==> src/clcd_regs.vh <==
// Constants for the character display instruction decoder.
// Assumes a 20 MHz system clock and a 270 kHz nominal internal oscillator.
`ifndef CLCD_REGS_VH
`define CLCD_REGS_VH

// ----------------------------------------------------------------
// Clock rates
// ----------------------------------------------------------------
`define CLCD_SYS_KHZ 20000
`define CLCD_OSC_KHZ 270
`define CLCD_OSC_DIV (`CLCD_SYS_KHZ / `CLCD_OSC_KHZ)

// ----------------------------------------------------------------
// Execution times in ns, and counts in oscillator ticks (round up)
// ----------------------------------------------------------------
`define CLCD_T_CLEAR_NS 1530000
`define CLCD_T_SHORT_NS 39000
`define CLCD_T_DATA_NS 43000
`define CLCD_TICKS(ns) (((ns) * `CLCD_OSC_KHZ + 999999) / 1000000)
`define CLCD_N_CLEAR `CLCD_TICKS(`CLCD_T_CLEAR_NS)
`define CLCD_N_SHORT `CLCD_TICKS(`CLCD_T_SHORT_NS)
`define CLCD_N_DATA `CLCD_TICKS(`CLCD_T_DATA_NS)

// ----------------------------------------------------------------
// Codes, field positions and reset values
// ----------------------------------------------------------------
`define CLCD_SPACE_CODE 8'h20
`define CLCD_HOME_ADDR 7'h00
`define CLCD_BIT_BUSY 7
`define CLCD_BIT_DL 4
`define CLCD_BIT_LINES 3
`define CLCD_BIT_FONT 2
`define CLCD_BIT_SC 3
`define CLCD_BIT_RL 2
`define CLCD_RST_BUS_WIDTH 1'b1
`define CLCD_RST_INCREMENT 1'b1

`endif

==> src/clcd_pipe_buffer.v <==
// Two-entry buffer with valid and ready on both sides.
// Assumes one clock; the drain side may stall freely.
`timescale 1ns/10ps
module clcd_pipe_buffer #(
	parameter WIDTH = 10
) (
	// Clock and reset
	input wire i_sys_clk,
	input wire i_reset_n,
	// Fill side
	input wire i_in_valid,
	output wire o_in_ready,
	input wire [WIDTH-1:0] i_in_data,
	// Drain side
	output wire o_out_valid,
	input wire i_out_ready,
	output wire [WIDTH-1:0] o_out_data
);
	reg [WIDTH-1:0] slot0;
	reg [WIDTH-1:0] slot1;
	reg [1:0] count;
	wire push;
	wire pop;

	assign o_in_ready = (count != 2'h2);
	assign o_out_valid = (count != 2'h0);
	assign o_out_data = slot0;
	assign push = i_in_valid & o_in_ready;
	assign pop = o_out_valid & i_out_ready;

	always @(posedge i_sys_clk) begin
		if (!i_reset_n) begin
			count <= 2'h0;
			slot0 <= {WIDTH{1'b0}};
			slot1 <= {WIDTH{1'b0}};
		end else begin
			// Head shifts forward on pop
			if (pop) begin
				slot0 <= (count == 2'h2) ? slot1 : i_in_data;
			end else if (push && count == 2'h0) begin
				slot0 <= i_in_data;
			end
			if (push && ((count == 2'h1 && !pop) || count == 2'h2)) begin
				slot1 <= i_in_data;
			end
			count <= count + {1'b0, push} - {1'b0, pop};
		end
	end
endmodule // clcd_pipe_buffer

==> src/clcd_decoder.v <==
// Instruction decoder and executor of a character display controller.
// Assumes host pins arrive asynchronously; one 20 MHz clock inside.
`timescale 1ns/10ps
`include "clcd_regs.vh"

module clcd_decoder #(
	parameter OSC_DIV = `CLCD_OSC_DIV,
	parameter CLEAR_TICKS = `CLCD_N_CLEAR,
	parameter SHORT_TICKS = `CLCD_N_SHORT,
	parameter DATA_TICKS = `CLCD_N_DATA
) (
	// Clock and reset
	input wire i_sys_clk,
	input wire i_reset_n,
	// Host port pins
	input wire i_register_select,
	input wire i_read_write,
	input wire i_enable,
	input wire [7:0] i_host_data_lines,
	output reg [7:0] o_host_data_lines,
	output wire o_host_data_oe,
	// Status
	output wire o_busy_flag,
	output wire o_latch_ready,
	output wire [6:0] o_address_counter,
	// Settings
	output reg o_bus_width_select,
	output reg o_line_count,
	output reg o_font_select,
	output reg o_entry_increment,
	output reg o_auto_display_move,
	output reg o_display_enable,
	output reg o_cursor_enable,
	output reg o_blink_enable,
	output reg o_glyph_select,
	output reg [6:0] o_display_shift,
	// Panel scan port
	input wire [6:0] i_scan_addr,
	output reg [7:0] o_scan_char
);
	// ----------------------------------------------------------------
	// States and storage
	// ----------------------------------------------------------------
	localparam [2:0] ST_IDLE = 3'h1;
	localparam [2:0] ST_FILL = 3'h2;
	localparam [2:0] ST_WAIT = 3'h4;

	reg [7:0] display_ram [0:127];
	reg [7:0] glyph_ram [0:63];

	reg [2:0] state;
	reg [6:0] address_counter;
	reg [6:0] fill_addr;
	reg [8:0] wait_count;
	reg [6:0] osc_div;
	reg osc_tick;

	function [6:0] clcd_step;
		input [6:0] addr;
		input up;
		begin
			clcd_step = up ? addr + 7'h01 : addr - 7'h01;
		end
	endfunction

	// ----------------------------------------------------------------
	// Pin synchronisers
	// ----------------------------------------------------------------
	reg [10:0] pin_meta;
	reg [10:0] pin_sync;
	reg enable_last;
	wire rs_s;
	wire rw_s;
	wire en_s;
	wire [7:0] data_s;
	wire en_rise;
	wire en_fall;

	always @(posedge i_sys_clk) begin
		if (!i_reset_n) begin
			pin_meta <= 11'h000;
			pin_sync <= 11'h000;
			enable_last <= 1'b0;
		end else begin
			pin_meta <= {i_register_select, i_read_write, i_enable, i_host_data_lines};
			pin_sync <= pin_meta;
			enable_last <= pin_sync[8];
		end
	end

	assign rs_s = pin_sync[10];
	assign rw_s = pin_sync[9];
	assign en_s = pin_sync[8];
	assign data_s = pin_sync[7:0];
	assign en_rise = en_s & ~enable_last;
	assign en_fall = ~en_s & enable_last;

	// ----------------------------------------------------------------
	// Host transfer capture
	// ----------------------------------------------------------------
	reg hold_rs;
	reg hold_rw;
	reg [7:0] hold_data;
	reg nibble_phase;
	reg [3:0] high_nibble;
	reg [7:0] read_byte;
	wire [7:0] full_byte;
	wire byte_done;
	wire push_valid;
	wire push_ready;
	wire [9:0] push_data;

	// Last values seen while enable is high stand in for the fall
	always @(posedge i_sys_clk) begin
		if (!i_reset_n) begin
			hold_rs <= 1'b0;
			hold_rw <= 1'b0;
			hold_data <= 8'h00;
		end else if (en_s) begin
			hold_rs <= rs_s;
			hold_rw <= rw_s;
			hold_data <= data_s;
		end
	end

	assign full_byte = o_bus_width_select ? hold_data : {high_nibble, hold_data[7:4]};
	assign byte_done = en_fall & (o_bus_width_select | nibble_phase);
	// Status reads need no execution, so they never enter the buffer
	assign push_valid = byte_done & (hold_rs | ~hold_rw);
	assign push_data = {hold_rw, hold_rs, full_byte};

	always @(posedge i_sys_clk) begin
		if (!i_reset_n) begin
			nibble_phase <= 1'b0;
			high_nibble <= 4'h0;
		end else if (en_fall) begin
			nibble_phase <= o_bus_width_select ? 1'b0 : ~nibble_phase;
			high_nibble <= hold_data[7:4];
		end
	end

	// Read word fixed at enable rise; the second nibble reuses it
	always @(posedge i_sys_clk) begin
		if (!i_reset_n) begin
			read_byte <= 8'h00;
			o_host_data_lines <= 8'h00;
		end else if (en_rise && rw_s) begin
			if (!nibble_phase || o_bus_width_select) begin
				if (rs_s) begin
					read_byte <= o_glyph_select ? glyph_ram[address_counter[5:0]]
						: display_ram[address_counter];
					o_host_data_lines <= o_glyph_select ? glyph_ram[address_counter[5:0]]
						: display_ram[address_counter];
				end else begin
					read_byte <= {o_busy_flag, address_counter};
					o_host_data_lines <= {o_busy_flag, address_counter};
				end
			end else begin
				o_host_data_lines <= {read_byte[3:0], 4'h0};
			end
		end
	end

	assign o_host_data_oe = en_s & rw_s;

	// ----------------------------------------------------------------
	// Instruction buffer
	// ----------------------------------------------------------------
	wire cmd_valid;
	wire [9:0] cmd;
	wire cmd_take;

	// A host that ignores busy can fill both slots; a third byte is lost
	clcd_pipe_buffer #(
		.WIDTH(10)
	) u_buffer (
		.i_sys_clk(i_sys_clk),
		.i_reset_n(i_reset_n),
		.i_in_valid(push_valid),
		.o_in_ready(push_ready),
		.i_in_data(push_data),
		.o_out_valid(cmd_valid),
		.i_out_ready(cmd_take),
		.o_out_data(cmd)
	);

	assign o_latch_ready = push_ready;
	assign cmd_take = (state == ST_IDLE);
	assign o_busy_flag = (state != ST_IDLE) | cmd_valid;
	assign o_address_counter = address_counter;

	// ----------------------------------------------------------------
	// Oscillator tick
	// ----------------------------------------------------------------
	always @(posedge i_sys_clk) begin
		if (!i_reset_n) begin
			osc_div <= 7'h00;
			osc_tick <= 1'b0;
		end else begin
			osc_tick <= (osc_div == 7'h00);
			osc_div <= (osc_div == 7'h00) ? OSC_DIV[6:0] - 7'h01 : osc_div - 7'h01;
		end
	end

	// ----------------------------------------------------------------
	// RAM writes
	// ----------------------------------------------------------------
	wire dispatch;
	wire is_write;
	wire is_read;
	wire [7:0] op;

	assign dispatch = cmd_valid & cmd_take;
	assign is_write = dispatch & cmd[8] & ~cmd[9];
	assign is_read = dispatch & cmd[8] & cmd[9];
	assign op = cmd[7:0];

	always @(posedge i_sys_clk) begin
		if (state == ST_FILL) begin
			display_ram[fill_addr] <= `CLCD_SPACE_CODE;
		end else if (is_write && !o_glyph_select) begin
			display_ram[address_counter] <= op;
		end
		if (is_write && o_glyph_select) begin
			glyph_ram[address_counter[5:0]] <= op;
		end
	end

	// ----------------------------------------------------------------
	// Executor
	// ----------------------------------------------------------------
	always @(posedge i_sys_clk) begin
		if (!i_reset_n) begin
			state <= ST_IDLE;
			address_counter <= `CLCD_HOME_ADDR;
			fill_addr <= 7'h00;
			wait_count <= 9'h000;
			o_bus_width_select <= `CLCD_RST_BUS_WIDTH;
			o_line_count <= 1'b0;
			o_font_select <= 1'b0;
			o_entry_increment <= `CLCD_RST_INCREMENT;
			o_auto_display_move <= 1'b0;
			o_display_enable <= 1'b0;
			o_cursor_enable <= 1'b0;
			o_blink_enable <= 1'b0;
			o_glyph_select <= 1'b0;
			o_display_shift <= 7'h00;
		end else begin
			case (state)
			ST_IDLE: begin
				if (dispatch) begin
					state <= ST_WAIT;
					wait_count <= SHORT_TICKS[8:0];
					if (cmd[8]) begin
						wait_count <= DATA_TICKS[8:0];
						address_counter <= clcd_step(address_counter, o_entry_increment);
						if (is_write && !o_glyph_select && o_auto_display_move) begin
							o_display_shift <= clcd_step(o_display_shift, o_entry_increment);
						end
					end else if (op[7]) begin
						address_counter <= op[6:0];
						o_glyph_select <= 1'b0;
					end else if (op[6]) begin
						address_counter <= {1'b0, op[5:0]};
						o_glyph_select <= 1'b1;
					end else if (op[5]) begin
						o_bus_width_select <= op[`CLCD_BIT_DL];
						o_line_count <= op[`CLCD_BIT_LINES];
						o_font_select <= op[`CLCD_BIT_FONT];
					end else if (op[4]) begin
						// Display offset grows toward a left shift
						if (op[`CLCD_BIT_SC]) begin
							o_display_shift <= clcd_step(o_display_shift, ~op[`CLCD_BIT_RL]);
						end else begin
							address_counter <= clcd_step(address_counter, op[`CLCD_BIT_RL]);
						end
					end else if (op[3]) begin
						o_display_enable <= op[2];
						o_cursor_enable <= op[1];
						o_blink_enable <= op[0];
					end else if (op[2]) begin
						o_entry_increment <= op[1];
						o_auto_display_move <= op[0];
					end else if (op[1]) begin
						wait_count <= CLEAR_TICKS[8:0];
						address_counter <= `CLCD_HOME_ADDR;
						o_display_shift <= 7'h00;
						o_glyph_select <= 1'b0;
					end else if (op[0]) begin
						state <= ST_FILL;
						fill_addr <= 7'h00;
						wait_count <= CLEAR_TICKS[8:0];
						address_counter <= `CLCD_HOME_ADDR;
						o_display_shift <= 7'h00;
						o_entry_increment <= 1'b1;
						o_glyph_select <= 1'b0;
					end else begin
						state <= ST_IDLE;
					end
				end
			end
			ST_FILL: begin
				// Fill runs far shorter than the clear time, so it overlaps it
				fill_addr <= fill_addr + 7'h01;
				if (osc_tick && wait_count != 9'h000) begin
					wait_count <= wait_count - 9'h001;
				end
				if (fill_addr == 7'h7F) begin
					state <= ST_WAIT;
				end
			end
			ST_WAIT: begin
				if (wait_count == 9'h000) begin
					state <= ST_IDLE;
				end else if (osc_tick) begin
					wait_count <= wait_count - 9'h001;
				end
			end
			default: begin
				state <= ST_IDLE;
			end
			endcase
		end
	end

	// ----------------------------------------------------------------
	// Panel scan
	// ----------------------------------------------------------------
	always @(posedge i_sys_clk) begin
		if (!i_reset_n) begin
			o_scan_char <= `CLCD_SPACE_CODE;
		end else begin
			// Blanking shows spaces; RAM itself is left intact
			o_scan_char <= o_display_enable ? display_ram[i_scan_addr]
				: `CLCD_SPACE_CODE;
		end
	end
endmodule // clcd_decoder

==> config.mk <==
export PLATFORM = sky130hd
export DESIGN_NAME = clcd_decoder
export DESIGN_NICKNAME = d
export VERILOG_FILES = /design/src/clcd_pipe_buffer.v /design/src/clcd_decoder.v
export VERILOG_INCLUDE_DIRS = /design/src /design/src/src
export SDC_FILE = /design/constraint.sdc
export NUM_CORES = 2
export LEC_CHECK = 0
export ABC_AREA = 0
export BUFFER_PORTS_ARGS = -buffer_cell sky130_fd_sc_hd__buf_2
export CAP_MARGIN = 10
export CORE_ASPECT_RATIO = 1.5
export CORE_UTILIZATION = 45
export DETAILED_ROUTE_END_ITERATION = 8
export GPL_ROUTABILITY_DRIVEN = 0
export HOLD_SLACK_MARGIN = 0.12
export PLACE_DENSITY_LB_ADDON = 0.3
export SETUP_SLACK_MARGIN = 0.05
export SLEW_MARGIN = 5
export SYNTH_ARGS = -nofsm -noshare
export SYNTH_HDL_FRONTEND = slang
export SYNTH_SLANG_ARGS = --single-unit
==> constraint.sdc <==
create_clock -name i_sys_clk -period 5.3 [get_ports i_sys_clk]
set_input_delay 0.53 -clock i_sys_clk [delete_from_list [all_inputs] [get_ports i_sys_clk]]
set_output_delay 0.53 -clock i_sys_clk [all_outputs]
set_load 0.02 [all_outputs]
======== Word level (Yosys, flattened, before mapping) ========
Memory sizes are Yosys's and may differ from the RTL's. A register that Yosys moved wholly into a read port is not among the register bits.
Index checks and enable logic that the tools add are counted.
storage, ports and cells
  register bits ........................... 122
  latch bits .............................. 0
  memory bits (writable) .................. 1,536
  memory bits (read-only) ................. 0
  input bits .............................. 20
  output and inout port bits .............. 42
  word-level logic and storage cells ...... 235
  memories ................................ 2
memories
  memory       depth  bits a word  read ports  clocked after memory_dff  wr ports  RTL line           text
  display_ram  128    8            2           2                         1         clcd_decoder.v:48  reg [7:0] display_ram [0:127];
  glyph_ram    64     8            1           1                         1         clcd_decoder.v:49  reg [7:0] glyph_ram [0:63];
cells by class
  $add $sub $neg .......................... 9
  multipliers ............................. 0
  div/mod/pow operators ................... 0
  $lt $le $gt $ge ......................... 0
  eq/ne operators ......................... 38
  shift operators ......................... 0
  muxes and demuxes ....................... 92
  bitwise operators ....................... 24
  reduce and logical (&&, ||, !) cells .... 40
operators by type and width
  operator                                           count
  two-way mux 7 bit                                  34
  two-way mux 9 bit                                  13
  two-way mux 8 bit                                  5
  two-way mux 3 bit                                  11
  two-way mux 10 bit                                 3
  != test 2 bit (second input constant)              15
  case mux 9 bit (3 select lines)                    1
  adder 7 x 1 -> 7 bit (second input constant)       3
  != test 3 x 1 -> 1 bit (second input constant)     7
  subtractor 7 x 1 -> 7 bit (second input constant)  3
  two-way mux 1 bit                                  20
  AND reduction 10 bit                               2
  AND reduction 8 bit                                2
  case mux 7 bit (2 select lines)                    1
  two-way mux 6 bit                                  2
  != test 2 x 1 -> 1 bit (second input constant)     6
  inverter 1 bit                                     12
  AND reduction 6 bit                                2
  AND reduction 11 bit                               1
  AND 1 bit                                          9
  logical NOT 9 bit                                  1
  case mux 3 bit (3 select lines)                    1
  AND reduction 9 bit                                1
  nonzero test 9 bit                                 1
  28 further kinds                                   47

======== Longest topological paths before layout ========
  depth after elaboration ................. 11
  depth in mapped cells ................... 13
  depth with buffers taken out ............ 9

======== Modules after synthesis ========
Synthesis repeated with hierarchy kept, for this count alone.
unflattened totals
  cells, all modules ...................... 3,889
  area, all modules ....................... 73,752.0 sq um
by module, submodules not included
  module            times used  cells each  area each (sq um)  seq. area each (sq um)
  clcd_decoder      1           3,796       72,812.3           48,426.4
  clcd_pipe_buffer  1           93          939.7              440.4

======== Worst setup path after synthesis ========
No wires, ideal clock.
  kind .................................... flip-flop to flip-flop
  start point ............................. register u_buffer.slot0[2] (netlist: u_buffer.o_out_data[2])
  end point ............................... memory display_ram[0][2], data pin
  library setup time ...................... 0.798 ns
  data arrival time ....................... 4.579 ns
  data required time ...................... 4.502 ns
  slack ................................... -0.076 ns
  stages on the path, launching flop included .. 4
  path buffers ............................ 1
  clock period less this slack ............ 5.376 ns
  cell sequence ........................... dfxtp_1 -> clkbuf_1 -> inv_1 -> nor2_1
on the way
  word-level cells in the longest chain between the ends .. 1
ends and longest elaborated chain
  element                      RTL line               text
  start, declared              clcd_pipe_buffer.v:19  reg [WIDTH-1:0] slot0;
  start signal, assigned       clcd_pipe_buffer.v:34  slot0 <= {WIDTH{1'b0}};
  start signal, assigned       clcd_pipe_buffer.v:39  slot0 <= (count == 2'h2) ? slot1 : i_in_data;
  start signal, assigned       clcd_pipe_buffer.v:41  slot0 <= i_in_data;
  two-way mux 8 bit (no line)  --
  end, declared                clcd_decoder.v:48
Every way passes these cells.

======== Worst setup path in the final report ========
  start point ............................. register state[0]
  end point ............................... memory display_ram[76][0] (enable)
on the way
  word-level cells in the longest chain between the ends .. 10
  elaborated cells on any way between the ends .. 14
  those cells by class .................... eq/ne: 2; mux: 7; bitwise: 3; reduce/logical: 2
ends and longest elaborated chain
  element                                                           RTL line            text
  start, declared                                                   clcd_decoder.v:51   reg [2:0] state;
  start signal, assigned                                            clcd_decoder.v:234  state <= ST_IDLE;
  start signal, assigned                                            clcd_decoder.v:252  state <= ST_WAIT;
  start signal, assigned                                            clcd_decoder.v:290  state <= ST_FILL;
  == test 3 x 1 -> 1 bit                                            clcd_decoder.v:188  assign cmd_take = (state == ST_IDLE);
  AND 1 bit                                                         clcd_decoder.v:213  assign dispatch = cmd_valid & cmd_take;
  AND 1 bit                                                         --
  AND 1 bit                                                         clcd_decoder.v:214  assign is_write = dispatch & cmd[8] & ~cmd[9];
  logical AND 1 bit                                                 clcd_decoder.v:221  end else if (is_write && !o_glyph_select) begin
  two-way mux 1 bit                                                 clcd_decoder.v:221
  two-way mux 1 bit                                                 clcd_decoder.v:219  if (state == ST_FILL) begin
  two-way mux 1 bit (implied by the code)                           clcd_decoder.v:222  display_ram[address_counter] <= op;
  OR reduction 8 bit (no line)                                      --
  two-way mux 7 bit (no line) or two-way mux 1 bit (tied branches)  --
Several ways; a longest one is shown, not always the timed one.

==> flow_summary.ini <==
[timing]
period_needed_ns = 4.15
rsz0062_at_grt = no
relSlewSlack = 0.126
max_freq_mhz = 241
finalSetupTns_ns = 0
setup_viol = 0
skew_ns = 0.0383
hold_viol = 0
fin_crit_sh = 0.782
slew_viol_final = 0
worst_slew_pin_slew_ns = 1.30

[clock_network]
root_buffer = clkbuf_16
cts_sinks = 1673
cts_max_level = 4
cts_tree = done
clk-insertion-delay-late_ns = 0.84
numCtsBuffers = 158
cts_max_path_buffers = 3
cts.reportedPaths.clkPinSlew_ns = 0.07
cts_resized = 0

[die]
start_util = 0.453
fp.dieH_um = 499
ios = 62
die-width_um = 333
core_um2 = 164000
fp-row-count = 182
dieArea_um2 = 166000

[worst_setup_path]
r2r_slack_ns = 1.15
reg2regPathDepth = 7
end_kind = flop
crit_path_start_kind = flop
crit_required_ns = 5.73
worst-setup-path-type = reg2reg
critPathArrivalTime_ns = 4.58
cp_max_fo = 28

[finish]
fillers = 13000
drive_above_1_share = 0.298
nets = 4051
final_area_um2 = 82500
final_cell_mix = 1536 x edfxtp_1, 750 x mux4_2, 348 x nor2_1, 162 x nand2_1, 161 x clkbuf_16
syn_to_final_growth_pct = 11.3
layout_commonest_cell = edfxtp_1

[logic_synthesis]
synth_area_um2 = 74100
yosysSeqAreaShare = 0.659
yosys_most_used_dff = edfxtp_1
ys.warnings.count = 0
synth_edf_count = 1536
avgSynthCellArea_um2 = 19.0
ys_ff_latch = 1673
synth_async_sr_flop_share = 0
syn_nets = 3935
netlist_instances = 3904
synth_cell_types = 67

[pwr]
powerDensity_nw_per_um2 = 339
total_power_mw = 28.0
p_leak_nw = 27.0
vdd_drop_max_mv = 0.307

[global_routing]
met3_usage = 0.0487
overflow = 0
grt_start_max_net_pins = 129
antenna_found_initial = 6
grt_most_used_layer = met2
grt_util_met2 = 0.436
use_met1 = 0.300
grt_pass1_wl_mm = 303
grt_use_total = 0.258
grt_pass1_vias = 41400

[detailed_routing]
wl_per_cell_um = 33.9
wirelength_mm = 213
drtIter0Drc = 4606
first_pass_iters = 6
drtAntennaViolNets = 0
via_per_inst = 6.47
drc = 0
vias = 40600

[run_status]
status = completed

[worst_hold_path]
hp-class = in2reg
whs_path_depth = 3

[job]
maxCapViolCount = 0

[place]
place_area_um2 = 77200
io_buffer_count = 61
hpwl_mm = 142
==> per-stage QoR <==
stage	setup slack, ns	util	instances	hold slack, ns
after floorplan	0.166	-	3904	0.412
after global placement	1.30	0.472	5964	0.417
after detailed placement	1.28	0.472	5964	0.418
after CTS	1.26	0.504	6267	0.181
after global routing	1.12	0.504	6276	0.262
final	1.15	0.504	6277	0.220
==> final timing paths <==
check            startpoint                  to
max                state[0]  display_ram[76][0]
min          i_scan_addr[5]      o_scan_char[1]
max reg2reg        state[0]  display_ram[76][0]
min reg2reg     pin_meta[9]         pin_sync[9]
==> layer usage <==
| metal | up-vias | routed length (µm) |
|---|---|---|
| li1 | 16500 | - |
| met1 | 21500 | 72500 |
| met2 | 2048 | 109000 |
| met3 | 536 | 16100 |
| met4 | 2 | 15800 |
| met5 | - | 7 |
==> state kept, by name, indices dropped and copies added (netlist names), 8 cells and up, named ones only <==
| signal | flops |
|---|---|
| hold_data | 8 |
| display_ram | 1024 |
| pin_sync | 11 |
| u_buffer.o_out_data | 10 |
| u_buffer.slot1 | 10 |
| glyph_ram | 512 |
| pin_meta | 11 |
| o_host_data_lines | 8 |
| wait_count | 9 |
| o_scan_char | 8 |
==> kinds of logic (layout without fill, tap and decap cells) <==
group / count (synthesis) / in the layout / share of synthesized area
flip-flops: 1673 / 1673 / 0.659
multiplexers: 901 / 901 / 0.248
AND/OR/NAND/NOR: 708 / 708 / 0.0417
buffers and inverters: 295 / 543 / 0.0198
AO/OA/AOI/OAI: 289 / 289 / 0.0259
XOR/XNOR: 27 / 27 / 0.00319
adder cells (fa/ha/maj): 11 / 11 / 0.00186
other: 0 / 9 / 0
==> repair_timing <==
item                                   CTS  global route
buffers inserted                         0             0
hold buffers                            11             0
setup endpoints to repair                0             0
endpoints found under the hold margin   11             0
==> power by group <==
group,leakage (nW),internal [mW],switching [mW]
Clock,2.53,6.40,5.06
Combinational,7.84,0.651,1.21
Sequential,16.6,14.5,0.144
==> critical path: stages (launching register included) <==
cell and delay, ns:
dfxtp_1 0.42, or3b_1 0.49, nor4_2 0.34, buf_4 0.35
nand3b_1 0.10, o21ai_0 0.50, nand2_1 0.64, nor2_1 0.89
==> synth_stat cells (all sizes together) (4+ instances only) <==
master | instances | share of area
nor4 | 13 | 0.0011
nand2 | 162 | 0.0082
a32oi | 4 | 0.00047
or3 | 8 | 0.00068
nor3 | 29 | 0.0020
a2111oi | 7 | 0.00083
a221oi | 8 | 0.00095
clkbuf | 113 | 0.0057
inv | 26 | 0.0013
nand4 | 11 | 0.00093
dfxtp | 137 | 0.037
ha | 11 | 0.0019
mux2 | 5 | 0.00076
mux4 | 750 | 0.23
o211ai | 9 | 0.00091
a21oi | 76 | 0.0051
xor2 | 18 | 0.0021
o21a | 6 | 0.00061
xnor2 | 9 | 0.0011
and3 | 7 | 0.00059
a31oi | 14 | 0.0012
o21ai | 46 | 0.0031
o2111ai | 4 | 0.00047
nand2b | 18 | 0.0015
a22oi | 40 | 0.0041
buf | 156 | 0.013
or2 | 4 | 0.00034
nor2b | 16 | 0.0014
o22ai | 8 | 0.00068
o31ai | 4 | 0.00041
and2 | 34 | 0.0029
nand3b | 6 | 0.00061
nor2 | 351 | 0.018
a21o | 5 | 0.00051
a311oi | 7 | 0.00083
a211oi | 24 | 0.0024
mux2i | 146 | 0.020
o311ai | 5 | 0.00069
nand3 | 39 | 0.0026
edfxtp | 1536 | 0.62
==> layout make-up <==
cell class	instances	area [µm²]	share of cell area
clock inverter	85	842	0.0102
clock buffer	207	4300	0.0521
tap	2116	2650	0.0321
multi-input combinational	1936	23900	0.289
inverter	26	100	0.00121
antenna	9	22.5	0.000273
timing repair buffer	225	1850	0.0224
sequential	1673	48900	0.593
No activity file was read; power rests on OpenSTA's default activity.
